<file path="src/pkg/link_frame_pkg.sv">
package link_frame_pkg;

   // ------------------------------------------------------------
   // Data path widths
   // ------------------------------------------------------------
   localparam int unsigned BYTE_W = 8;              // One link byte

   // ------------------------------------------------------------
   // Host interface selection
   // ------------------------------------------------------------
   localparam logic [1:0] LINK_SPI  = 2'h0;         // Four-wire serial link
   localparam logic [1:0] LINK_I2C  = 2'h1;         // Two-wire link
   localparam logic [1:0] LINK_UART = 2'h2;         // Asynchronous push link

   // ------------------------------------------------------------
   // Link check byte values
   // ------------------------------------------------------------
   localparam logic [7:0] CHK_CMD      = 8'h30;     // Link check command
   localparam logic [7:0] CHK_FILL     = 8'hFF;     // Filler after the command
   localparam logic [7:0] CHK_OK       = 8'h21;     // Positive answer byte
   localparam logic [7:0] CHK_ZERO     = 8'h00;     // Idle answer byte
   localparam logic [7:0] UART_SYNC    = 8'h55;     // Serial request sync byte
   localparam logic [7:0] UART_CHK_LEN = 8'h02;     // Length of serial check request
   localparam logic [7:0] UART_ANS_LEN = 8'h01;     // Length of serial check answer

   // ------------------------------------------------------------
   // Byte positions and reply counts
   // ------------------------------------------------------------
   localparam logic [2:0] IDX_ZERO     = 3'h0;      // First byte of a frame
   localparam logic [2:0] IDX_STEP     = 3'h1;      // Position increment
   localparam logic [2:0] I2C_ARM_IDX  = 3'h2;      // Write bytes before the read
   localparam logic [2:0] SPI_LAST_IDX = 3'h3;      // Position of the answer byte
   localparam logic [2:0] IDX_SAT      = 3'h4;      // Position counter ceiling
   localparam logic [1:0] REPLY_NONE   = 2'h0;      // No reply queued
   localparam logic [1:0] REPLY_ONE    = 2'h1;      // One reply byte queued
   localparam logic [1:0] REPLY_TWO    = 2'h2;      // Two reply bytes queued
   localparam logic [7:0] FRAME_IDLE   = 8'h00;     // No payload outstanding
   localparam logic [7:0] FRAME_STEP   = 8'h01;     // One payload byte

   // ------------------------------------------------------------
   // Serial check request parser states
   // ------------------------------------------------------------
   typedef enum logic [1:0] {
      UP_IDLE,
      UP_SYNC,
      UP_CMD,
      UP_FILL
   } uart_parse_t;

endpackage

</file>
<file path="src/verilog/two_entry_byte_buffer.sv">
`timescale 1ns/1ns
module two_entry_byte_buffer (
   input  wire logic                                i_clk_sys,
   input  wire logic                                i_reset_n,
   input  wire logic                                i_in_valid,
   input  wire logic [link_frame_pkg::BYTE_W-1:0]   i_in_data,
   output      logic                                o_in_ready,
   output      logic                                o_out_valid,
   output      logic [link_frame_pkg::BYTE_W-1:0]   o_out_data,
   input  wire logic                                i_out_ready
);

   // ------------------------------------------------------------
   // State: head entry drives the output, second entry absorbs a stall
   // ------------------------------------------------------------
   typedef struct packed {
      logic                              v0;       // Head holds a byte
      logic                              v1;       // Second entry holds a byte
      logic [link_frame_pkg::BYTE_W-1:0] d0;       // Head byte
      logic [link_frame_pkg::BYTE_W-1:0] d1;       // Second byte
   } buf_state_t;

   localparam buf_state_t BUF_RST = '0;

   buf_state_t s_r;                                // Registered state
   buf_state_t s_nxt;                              // Next state
   logic       pop;                                // Head leaves this cycle
   logic       push;                               // New byte enters this cycle

   // ------------------------------------------------------------
   // Next state
   // ------------------------------------------------------------
   // Ready depends only on the second entry, so the source never sees a
   // combinational path from the sink's ready.
   always_comb begin
      s_nxt = s_r;
      pop   = s_r.v0 && i_out_ready;
      push  = i_in_valid && !s_r.v1;
      if (pop) begin
         // Shift the second entry forward, or refill straight from input
         if (s_r.v1) begin
            s_nxt.d0 = s_r.d1;
            s_nxt.v0 = 1'b1;
            s_nxt.v1 = push;
            if (push) begin
               s_nxt.d1 = i_in_data;
            end
         end else begin
            s_nxt.v0 = push;
            if (push) begin
               s_nxt.d0 = i_in_data;
            end
         end
      end else if (push) begin
         // No drain: fill the head first, then the second entry
         if (!s_r.v0) begin
            s_nxt.d0 = i_in_data;
            s_nxt.v0 = 1'b1;
         end else begin
            s_nxt.d1 = i_in_data;
            s_nxt.v1 = 1'b1;
         end
      end
   end

   // ------------------------------------------------------------
   // State register
   // ------------------------------------------------------------
   always_ff @(posedge i_clk_sys or negedge i_reset_n) begin
      if (!i_reset_n) begin
         s_r <= BUF_RST;
      end else begin
         s_r <= s_nxt;
      end
   end

   assign o_in_ready  = !s_r.v1;
   assign o_out_valid = s_r.v0;
   assign o_out_data  = s_r.d0;

   // ------------------------------------------------------------
   // Checks
   // ------------------------------------------------------------
   AST_HOLD_WHILE_STALLED: assert property (
      @(posedge i_clk_sys) disable iff (!i_reset_n)
      (o_out_valid && !i_out_ready) |=> (o_out_valid && $stable(o_out_data)))
      else $error("Buffered byte changed or vanished during a stall");

   AST_FULL_REFUSES: assert property (
      @(posedge i_clk_sys) disable iff (!i_reset_n)
      (s_r.v1 && !i_out_ready) |=> (s_r.v1 && !o_in_ready && $stable(s_r.d1)))
      else $error("Full buffer accepted a byte while stalled");

endmodule // two_entry_byte_buffer

</file>
<file path="src/verilog/host_link_frame_receiver.sv">
`timescale 1ns/1ns
module host_link_frame_receiver (
   input  wire logic                                i_clk_sys,
   input  wire logic                                i_reset_n,
   input  wire logic [1:0]                          i_link_sel,
   input  wire logic                                i_frame_start,
   input  wire logic                                i_rx_valid,
   input  wire logic [link_frame_pkg::BYTE_W-1:0]   i_rx_byte,
   input  wire logic                                i_rd_req,
   input  wire logic                                i_out_valid,
   input  wire logic [link_frame_pkg::BYTE_W-1:0]   i_out_byte,
   output      logic                                o_out_ready,
   output      logic                                o_tx_valid,
   output      logic [link_frame_pkg::BYTE_W-1:0]   o_tx_byte,
   input  wire logic                                i_tx_ready,
   output      logic                                o_irq_pending
);

   // ------------------------------------------------------------
   // State
   // ------------------------------------------------------------
   typedef struct packed {
      link_frame_pkg::uart_parse_t ust;            // Serial check parser
      logic [2:0]                  idx;            // Byte position in frame
      logic                        chk;            // Check bytes matched so far
      logic [1:0]                  reply_left;     // Reply bytes still queued
      logic [7:0]                  reply_b;        // Next reply byte
      logic                        stage_v;        // Stage holds a byte
      logic [7:0]                  stage_b;        // Staged byte
      logic [7:0]                  frame_left;     // Payload bytes still owed
      logic                        out_rdy;        // Message port ready
      logic                        irq;            // Data pending request
   } frame_state_t;

   localparam frame_state_t FRAME_RST = '0;

   frame_state_t s_r;                              // Registered state
   frame_state_t s_nxt;                            // Next state
   logic         buf_in_ready;                     // Buffer has room
   logic         push;                             // Stage moves into buffer
   logic         stage_free;                       // Stage can load this cycle
   logic         sync_link;                        // Link is not the async one

   // ------------------------------------------------------------
   // Next state
   // ------------------------------------------------------------
   always_comb begin
      s_nxt      = s_r;
      sync_link  = (i_link_sel != link_frame_pkg::LINK_UART);
      push       = s_r.stage_v && buf_in_ready;
      stage_free = !s_r.stage_v || push;
      if (push) begin
         s_nxt.stage_v = 1'b0;
      end

      // Synchronous link checks: track position and matched bytes
      if (i_frame_start && sync_link) begin
         s_nxt.idx = link_frame_pkg::IDX_ZERO;
         s_nxt.chk = 1'b0;
      end else if (i_rx_valid && sync_link) begin
         if (s_r.idx == link_frame_pkg::IDX_ZERO) begin
            s_nxt.chk = (i_rx_byte == link_frame_pkg::CHK_CMD);
         end else begin
            s_nxt.chk = s_r.chk && (i_rx_byte == link_frame_pkg::CHK_FILL);
         end
         if (s_r.idx != link_frame_pkg::IDX_SAT) begin
            s_nxt.idx = s_r.idx + link_frame_pkg::IDX_STEP;
         end
         // Full duplex: a shifted byte gets one answer byte only when no reply is queued
         if (i_link_sel == link_frame_pkg::LINK_SPI &&
             s_r.reply_left == link_frame_pkg::REPLY_NONE) begin
            s_nxt.reply_left = link_frame_pkg::REPLY_ONE;
            if (s_r.idx == link_frame_pkg::SPI_LAST_IDX && s_r.chk &&
                i_rx_byte == link_frame_pkg::CHK_FILL) begin
               s_nxt.reply_b = link_frame_pkg::CHK_OK;
            end else begin
               s_nxt.reply_b = link_frame_pkg::CHK_ZERO;
            end
         end
      end else if (i_rd_req && i_link_sel == link_frame_pkg::LINK_I2C &&
                   s_r.reply_left == link_frame_pkg::REPLY_NONE) begin
         // Read after repeated start: one answer byte, 0x21 only for an armed check
         s_nxt.reply_left = link_frame_pkg::REPLY_ONE;
         s_nxt.chk        = 1'b0;
         if (s_r.idx == link_frame_pkg::I2C_ARM_IDX && s_r.chk) begin
            s_nxt.reply_b = link_frame_pkg::CHK_OK;
         end else begin
            s_nxt.reply_b = link_frame_pkg::CHK_ZERO;
         end
      end

      // Async link: parse the four byte check request
      if (i_rx_valid && !sync_link) begin
         s_nxt.ust = (i_rx_byte == link_frame_pkg::UART_SYNC) ?
                     link_frame_pkg::UP_SYNC : link_frame_pkg::UP_IDLE;
         case (s_r.ust)
            link_frame_pkg::UP_SYNC: begin
               if (i_rx_byte == link_frame_pkg::UART_CHK_LEN) begin
                  s_nxt.ust = link_frame_pkg::UP_CMD;
               end
            end
            link_frame_pkg::UP_CMD: begin
               if (i_rx_byte == link_frame_pkg::CHK_CMD) begin
                  s_nxt.ust = link_frame_pkg::UP_FILL;
               end
            end
            link_frame_pkg::UP_FILL: begin
               // Answer is itself a framed message: length one, then 0x21
               if (i_rx_byte == link_frame_pkg::CHK_FILL &&
                   s_r.reply_left == link_frame_pkg::REPLY_NONE) begin
                  s_nxt.reply_left = link_frame_pkg::REPLY_TWO;
                  s_nxt.reply_b    = link_frame_pkg::UART_ANS_LEN;
               end
            end
            default: begin
            end
         endcase
      end

      // Stage loading: message bytes first, replies only between frames
      if (stage_free) begin
         if (s_r.out_rdy && i_out_valid) begin
            s_nxt.stage_v = 1'b1;
            s_nxt.stage_b = i_out_byte;
            if (s_r.frame_left == link_frame_pkg::FRAME_IDLE) begin
               s_nxt.frame_left = i_out_byte;
            end else begin
               s_nxt.frame_left = s_r.frame_left - link_frame_pkg::FRAME_STEP;
            end
         end else if (s_r.reply_left != link_frame_pkg::REPLY_NONE &&
                      s_r.frame_left == link_frame_pkg::FRAME_IDLE) begin
            // A reply never splits an outbound message
            s_nxt.stage_v    = 1'b1;
            s_nxt.stage_b    = s_r.reply_b;
            s_nxt.reply_left = s_r.reply_left - link_frame_pkg::REPLY_ONE;
            s_nxt.reply_b    = link_frame_pkg::CHK_OK;   // Second byte of the async answer is 0x21
         end
      end

      // Message port opens only when the stage will be free next cycle
      s_nxt.out_rdy = !s_nxt.stage_v &&
                      (s_nxt.reply_left == link_frame_pkg::REPLY_NONE ||
                       s_nxt.frame_left != link_frame_pkg::FRAME_IDLE);
      // Request pin only where the host cannot see pushed data
      s_nxt.irq = sync_link && (s_nxt.stage_v || o_tx_valid);
   end

   // ------------------------------------------------------------
   // State register
   // ------------------------------------------------------------
   always_ff @(posedge i_clk_sys or negedge i_reset_n) begin
      if (!i_reset_n) begin
         s_r <= FRAME_RST;
      end else begin
         s_r <= s_nxt;
      end
   end

   // ------------------------------------------------------------
   // Outbound buffer: absorbs a receiver stall without losing a byte
   // ------------------------------------------------------------
   two_entry_byte_buffer u_out_buf (
      .i_clk_sys   (i_clk_sys),
      .i_reset_n   (i_reset_n),
      .i_in_valid  (s_r.stage_v),
      .i_in_data   (s_r.stage_b),
      .o_in_ready  (buf_in_ready),
      .o_out_valid (o_tx_valid),
      .o_out_data  (o_tx_byte),
      .i_out_ready (i_tx_ready)
   );

   assign o_out_ready   = s_r.out_rdy;
   assign o_irq_pending = s_r.irq;

   // ------------------------------------------------------------
   // Checks
   // ------------------------------------------------------------
   AST_SPI_LAST_ANSWER: assert property (
      @(posedge i_clk_sys) disable iff (!i_reset_n)
      (i_link_sel == link_frame_pkg::LINK_SPI && i_rx_valid && !i_frame_start &&
       s_r.idx == link_frame_pkg::SPI_LAST_IDX && s_r.chk &&
       i_rx_byte == link_frame_pkg::CHK_FILL && s_r.reply_left == 2'h0)
      |=> (s_r.reply_b == link_frame_pkg::CHK_OK && s_r.reply_left == 2'h1))
      else $error("Serial check did not queue 0x21 on the fourth byte");

   AST_SPI_FILL_ANSWER: assert property (
      @(posedge i_clk_sys) disable iff (!i_reset_n)
      (i_link_sel == link_frame_pkg::LINK_SPI && i_rx_valid && !i_frame_start &&
       s_r.idx < link_frame_pkg::SPI_LAST_IDX && s_r.reply_left == 2'h0)
      |=> (s_r.reply_b == link_frame_pkg::CHK_ZERO))
      else $error("Serial check answered non-zero before the fourth byte");

   AST_I2C_READ_ANSWER: assert property (
      @(posedge i_clk_sys) disable iff (!i_reset_n)
      (i_link_sel == link_frame_pkg::LINK_I2C && i_rd_req && !i_rx_valid &&
       !i_frame_start && s_r.idx == link_frame_pkg::I2C_ARM_IDX && s_r.chk &&
       s_r.reply_left == 2'h0)
      |=> (s_r.reply_b == link_frame_pkg::CHK_OK && s_r.reply_left == 2'h1))
      else $error("Two-wire check read did not queue 0x21");

   AST_UART_ANSWER: assert property (
      @(posedge i_clk_sys) disable iff (!i_reset_n)
      (i_link_sel == link_frame_pkg::LINK_UART && i_rx_valid &&
       s_r.ust == link_frame_pkg::UP_FILL && i_rx_byte == link_frame_pkg::CHK_FILL &&
       s_r.reply_left == 2'h0)
      |=> (s_r.reply_left == 2'h2 && s_r.reply_b == link_frame_pkg::UART_ANS_LEN))
      else $error("Async check did not queue the two byte answer");

   AST_FRAME_LENGTH_TAKEN: assert property (
      @(posedge i_clk_sys) disable iff (!i_reset_n)
      (i_out_valid && o_out_ready && s_r.frame_left == 8'h00)
      |=> (s_r.frame_left == $past(i_out_byte) && s_r.stage_b == $past(i_out_byte)))
      else $error("Length byte did not set the payload count");

   AST_FRAME_NOT_SPLIT: assert property (
      @(posedge i_clk_sys) disable iff (!i_reset_n)
      (s_r.frame_left != 8'h00 && s_r.reply_left != 2'h0)
      |=> (s_r.reply_left == $past(s_r.reply_left)))
      else $error("Reply byte was inserted inside a message");

   AST_IRQ_ON_PENDING: assert property (
      @(posedge i_clk_sys) disable iff (!i_reset_n)
      (i_link_sel != link_frame_pkg::LINK_UART && o_tx_valid) |=> o_irq_pending)
      else $error("Pending data without request pin");

   AST_NO_IRQ_ON_PUSH_LINK: assert property (
      @(posedge i_clk_sys) disable iff (!i_reset_n)
      (i_link_sel == link_frame_pkg::LINK_UART) |=> !o_irq_pending)
      else $error("Request pin raised on the async link");

endmodule // host_link_frame_receiver

</file>
<file path="config.mk">
export PLATFORM = sky130hd
export DESIGN_NAME = host_link_frame_receiver
export DESIGN_NICKNAME = d
export VERILOG_FILES = /design/src/pkg/link_frame_pkg.sv /design/src/verilog/two_entry_byte_buffer.sv /design/src/verilog/host_link_frame_receiver.sv
export SDC_FILE = /design/constraint.sdc
export NUM_CORES = 1
export LEC_CHECK = 0
export BUFFER_PORTS_ARGS = -buffer_cell sky130_fd_sc_hd__buf_2
export CORE_ASPECT_RATIO = 1.75
export CORE_MARGIN = 2
export CORE_UTILIZATION = 58
export CTS_CLUSTER_SIZE = 30
export DETAILED_ROUTE_END_ITERATION = 10
export PLACE_DENSITY = 0.86
export SLEW_MARGIN = 20
export SYNTH_ARGS = -nofsm -noshare
export SYNTH_HDL_FRONTEND = slang
export SYNTH_SLANG_ARGS = --single-unit
</file>
<file path="constraint.sdc">
create_clock -name i_clk_sys -period 3.5 [get_ports i_clk_sys]
set_input_delay 0.35 -clock i_clk_sys [delete_from_list [all_inputs] [get_ports i_clk_sys]]
set_output_delay 0.35 -clock i_clk_sys [all_outputs]
set_load 0.03 [all_outputs]
</file>
Yosys cells after proc, flatten, opt, wreduce, memory -nomap -nowiden
Index checks and enable logic that the tools add are counted.

word-level totals
  register bits = 53
  input bits = 25
  output and inout port bits = 11

cells by class
  add/sub/neg operators = 3
  eq/ne operators = 15
  muxes and demuxes = 35
  reduce and logical (&&, ||, !) cells = 43

operators by type and width
  operator               count
  $mux W10               6
  $mux W8                7
  $mux W18               2
  $mux W11               3
  $mux W27               1
  $mux W19               1
  $logic_and A1 B1 Y1    17
  $reduce_bool A2 Y1     7
  $mux W6                2
  $mux W9                1
  $eq A8 B2 Y1 const B   1
  $eq A8 B6 Y1 const B   1
  $eq A8 B7 Y1 const B   1
  $eq A8 B8 Y1 const B   1
  $logic_not A8 Y1       1
  $reduce_bool A8 Y1     1
  $sub A8 B1 Y8 const B  1
  $eq A3 B2 Y1 const B   2
  $logic_not A2 Y1       3
  $mux W1                6
  $mux W3                2
  $ne A2 B2 Y1 const B   3
  $reduce_and A2 Y1      3
  $eq A2 B1 Y1 const B   2
  14 further kinds       21

Logic depth before layout (Yosys ltp)
  word-level depth = 17
  mapped depth = 9

Modules after synthesis
Synthesis repeated with hierarchy kept, for this count alone.

unflattened totals
  cell total of the unflattened synthesis = 318
  area, all modules = 3078.0 µm²

by module, submodules not included
  module                    instances  cells an instance  area each (µm²)  seq. area each (µm²)
  host_link_frame_receiver  1          227                2095.8           875.8
  two_entry_byte_buffer     1          91                 982.2            450.4

Worst setup path before layout
OpenSTA, ideal clock, no wires.

  path kind = flip-flop to flip-flop
  start = reg s_r[2] in the netlist's numbering
  end = reg s_r (netlist bit o_out_ready)
  arrival time = 2.355 ns
  required time = 3.371 ns
  setup slack = 1.015 ns
  cell stages (with the launch flop) = 9
  buffers on the path = 0
  period minus slack after synthesis = 2.485 ns
  cells stage by stage = dfrtp_1 inv_1 ha_1 or4b_4 nor4_4 nand2_4 a311o_1 nor4b_1 a21oi_1

RTL lines
  what                    line                             text
  start, declared         host_link_frame_receiver.sv:37   frame_state_t s_r;
  start signal, assigned  host_link_frame_receiver.sv:155  s_r <= s_nxt;

==> qor.csv <==
stage;metric;value;unit
die;die height;96.5;um
setup_path;worst endpoint data arrival time;3.01;ns
logic_synthesis;Cell variety after synth;51;
placement;Placer Congestion;0.928;
clock_network;TritonCTS Sinks;53;
route;# DRC;0;
pwr;overall power;2350;uW
setup_path;Crit Path Category;reg -> reg;
logic_synthesis;post-synthesis instance area;0.00283;mm^2
cells_and_area;Fillers;388;
route;number of routed nets with antenna violations;0;
sta;Slew @ Worst Pin;1.09;ns
logic_synthesis;Syn. warnings;0;
clock_network;cts hold-fix bufs;0;
sta;unrepaired setup endpoints after global routing;no;
cells_and_area;commonest non-fill, non-tap cells in the layout;dfrtp_1 (53), buf_2 (35), nand2_1 (30);
setup_path;critical path launch point type;flop;
sta;post-layout minimum cycle time;2.82;ns
pwr;switching power;992;uW
clock_network;Clk pin slew, worst setup/hold paths;0.09;ns
cells_and_area;synth-to-layout area growth;8.74;%
logic_synthesis;Post-Synthesis Cells;292;
grt;GRT overflow;0;
pwr;Internal;1360;uW
route;Via density;6.09;
grt;antenna violations before repair;0;
pwr;clock power share;0.147;
setup_path;R2R Path Start;s_r[2];
pwr;Reg power frac;0.439;
die;initial core utilization;0.602;
setup_path;Top delay family on crit path;simple AND/OR/NAND/NOR gates;
route;Via Count;2276;
worst_hold_path;Hold Path Class;in -> async;
logic_synthesis;Post-synth EDFFs;0;
pwr;PD cells;763;mW/mm^2
die;CORE AREA;0.00471;mm^2
sta;Sum Neg Setup Slack;0;ns
status;outcome;completed;
grt;largest net degree at the start of global routing;32;
cells_and_area;ratio of cells with drive above 1 in the final layout;0.202;
pwr;Sw Ratio;0.422;
sta;fin. max-slew vios;0;
setup_path;worst-path fanout max;9;
cells_and_area;commonest non-fill, non-tap cell in the layout;dfrtp_1;
sta;Max-slew headroom;0.265;
grt;first-pass GRT wire length;10.4;mm
logic_synthesis;syn nets;326;
setup_path;R2R depth;8;
setup_path;Worst setup startpoint;s_r[2];
route;drt wl/cell;16.4;um
sta;Period Utilization, post-route;0.807;
clock_network;H-tree depth;2;
placement;Final HPWL DP;4.87;mm
clock_network;clock latency at the later pin of the worst-skew pair;0.30;ns
route;final wirelength;6.13;mm
pwr;combinational share of power;0.414;
clock_network;TritonCTS clock tree;built;
route;DR iter-0 viols;112;
placement;IO Port Bufs;35;
setup_path;RR Endpoint;o_out_ready;
cells_and_area;fin nets;355;
logic_synthesis;top_reg_cell synth;dfrtp_1;
setup_path;CP bufs+invs;1;
clock_network;total CTS buffers;5;
sta;Worst Skew;0.00778;ns
die;die extent in x;56.8;um
clock_network;CTS max path bufs;2;
setup_path;crit end category;flop;
grt;GRT Total Usage;0.246;
die;Die ar.;0.00548;mm^2
clock_network;post-cts sizing count;0;
run;Max-Cap Viols;0;
clock_network;root buf cell;clkbuf_8;
sta;Final setup viols;0;
cells_and_area;ant diodes;0;
die;io pins;36;
logic_synthesis;FF+latch count, synth;53;
pwr;VDD IR-drop max;0.000578;V
setup_path;CP peak stage delay;0.59;ns
setup_path;Worst R2R Setup Slack;0.68;ns
route;Detailed Routing Iterations Pass 1;4;
grt;vias in the first global route;2275;
sta;Highest Clock Rate;354;MHz
setup_path;CP Cell Sequence;inv_1 -> ha_1 -> or4b_4 -> nor4_4 -> nand2_4 -> a311o_1 -> nor4b_1 -> a21oi_1;
logic_synthesis;sequential-to-total area share from yosys stat;0.468;
sta;Fin. Hold Viols;0;
clock_network;Post-CTS Setup Bufs;0;
setup_path;CP max-delay cell;nor4_4;
pwr;leakage power total;0.00145;uW
setup_path;critical path data required time;3.68;ns
die;Cell Rows;33;
logic_synthesis;syn avg cell area;9.71;um^2
logic_synthesis;FFs w/ async S/R, synth;1.00;
flip-flops by register name, indices dropped and copies added (netlist names):
signal / flops
s_r: 33
o_out_ready: 1
u_out_buf.s_r: 9
u_out_buf.o_out_data: 8
u_out_buf.o_out_valid: 1
o_irq_pending: 1
area by class of cell:
cell class | instances | area (um^2) | share of cell area
Multi-Input combinational cell | 211 | 1360 | 0.442
Timing Repair Buffer | 36 | 183 | 0.0593
Clock buffer | 5 | 68.8 | 0.0223
Tap cell | 52 | 65.1 | 0.0211
Inverter | 14 | 52.6 | 0.0171
Clock inverter | 3 | 25.0 | 0.00812
Sequential cell | 53 | 1330 | 0.430
routing by layer:
metal	wire (um)	GRT usage	part of all wire	vias up
met5	0	0	0	-
met4	286	0.112	0.047	0
met3	269	0.0360	0.044	24
met2	3300	0.473	0.54	84
met1	2270	0.260	0.37	1064
li1	-	-	-	1104
worst reg2reg max path, stage by stage, from the launching register on:
cell     delay (ns)
dfrtp_1        0.42
inv_1          0.11
ha_1           0.25
or4b_4         0.53
nor4_4         0.59
nand2_4        0.14
a311o_1        0.30
nor4b_1        0.27
a21oi_1        0.11
stage by stage:
| stage | utilization | instance area [um^2] | worst slack, ns | hold slack (ns) | instances |
|---|---|---|---|---|---|
| 3_5_place_dp | 0.634 | 2980 | 0.742 | 0.351 | 366 |
| 4_1_cts | 0.654 | 3080 | 0.714 | 0.0187 | 374 |
| 2_1_floorplan | - | 2830 | 1.02 | 0.0544 | 292 |
| 6_report | 0.655 | 3080 | 0.677 | 0.00851 | 374 |
| 5_1_grt | 0.655 | 3080 | 0.472 | 0.0513 | 374 |
| 3_3_place_gp | 0.634 | 2980 | 0.771 | 0.354 | 366 |
power groups by stage:
stage | Clock [uW] | Combinational [uW] | Sequential (uW)
after floorplan | 0 | 789 | 1020
after global placement | 0 | 945 | 1030
after detailed placement | 0 | 970 | 1040
after CTS | 355 | 976 | 1030
after global routing | 379 | 1080 | 1070
final | 346 | 972 | 1030
cell usage after synthesis (3+ instances only):
library cell  instances  share of area
mux2_2               10          0.040
nor2_1               28          0.037
o31ai_1               3         0.0079
inv_1                14          0.019
a31oi_1               3         0.0066
o21ai_0              19          0.034
buf_4                 8          0.021
nor3_1                6          0.011
a21o_1                3         0.0079
nand3_1               6          0.011
nand2b_1              3         0.0066
and2_1                6          0.013
nor4b_1               3         0.0093
mux2i_1               8          0.028
a22oi_1               9          0.024
ha_1                  9          0.040
clkbuf_1              4         0.0053
nand4_1               6          0.013
dfrtp_1              53           0.47
a21oi_1              19          0.034
nand2_1              30          0.040
cells by family (layout without fill, tap and decap cells):
group / count (synthesis) / in the layout / synth area share
buffers and inverters: 28 / 58 / 0.0530
multiplexers: 18 / 18 / 0.0680
AO/OA/AOI/OAI: 78 / 78 / 0.177
flip-flops: 53 / 53 / 0.468
AND/OR/NAND/NOR: 106 / 106 / 0.194
adder cells (fa/ha/maj): 9 / 9 / 0.0397
worst max path at each step:
stage,cells after the start,end
global route,8,o_out_ready
detailed placement,8,o_out_ready
CTS,8,o_out_ready
global placement,8,o_out_ready
floorplan,8,o_out_ready
finish,8,o_out_ready
Power figures use the tool's default switching activity.
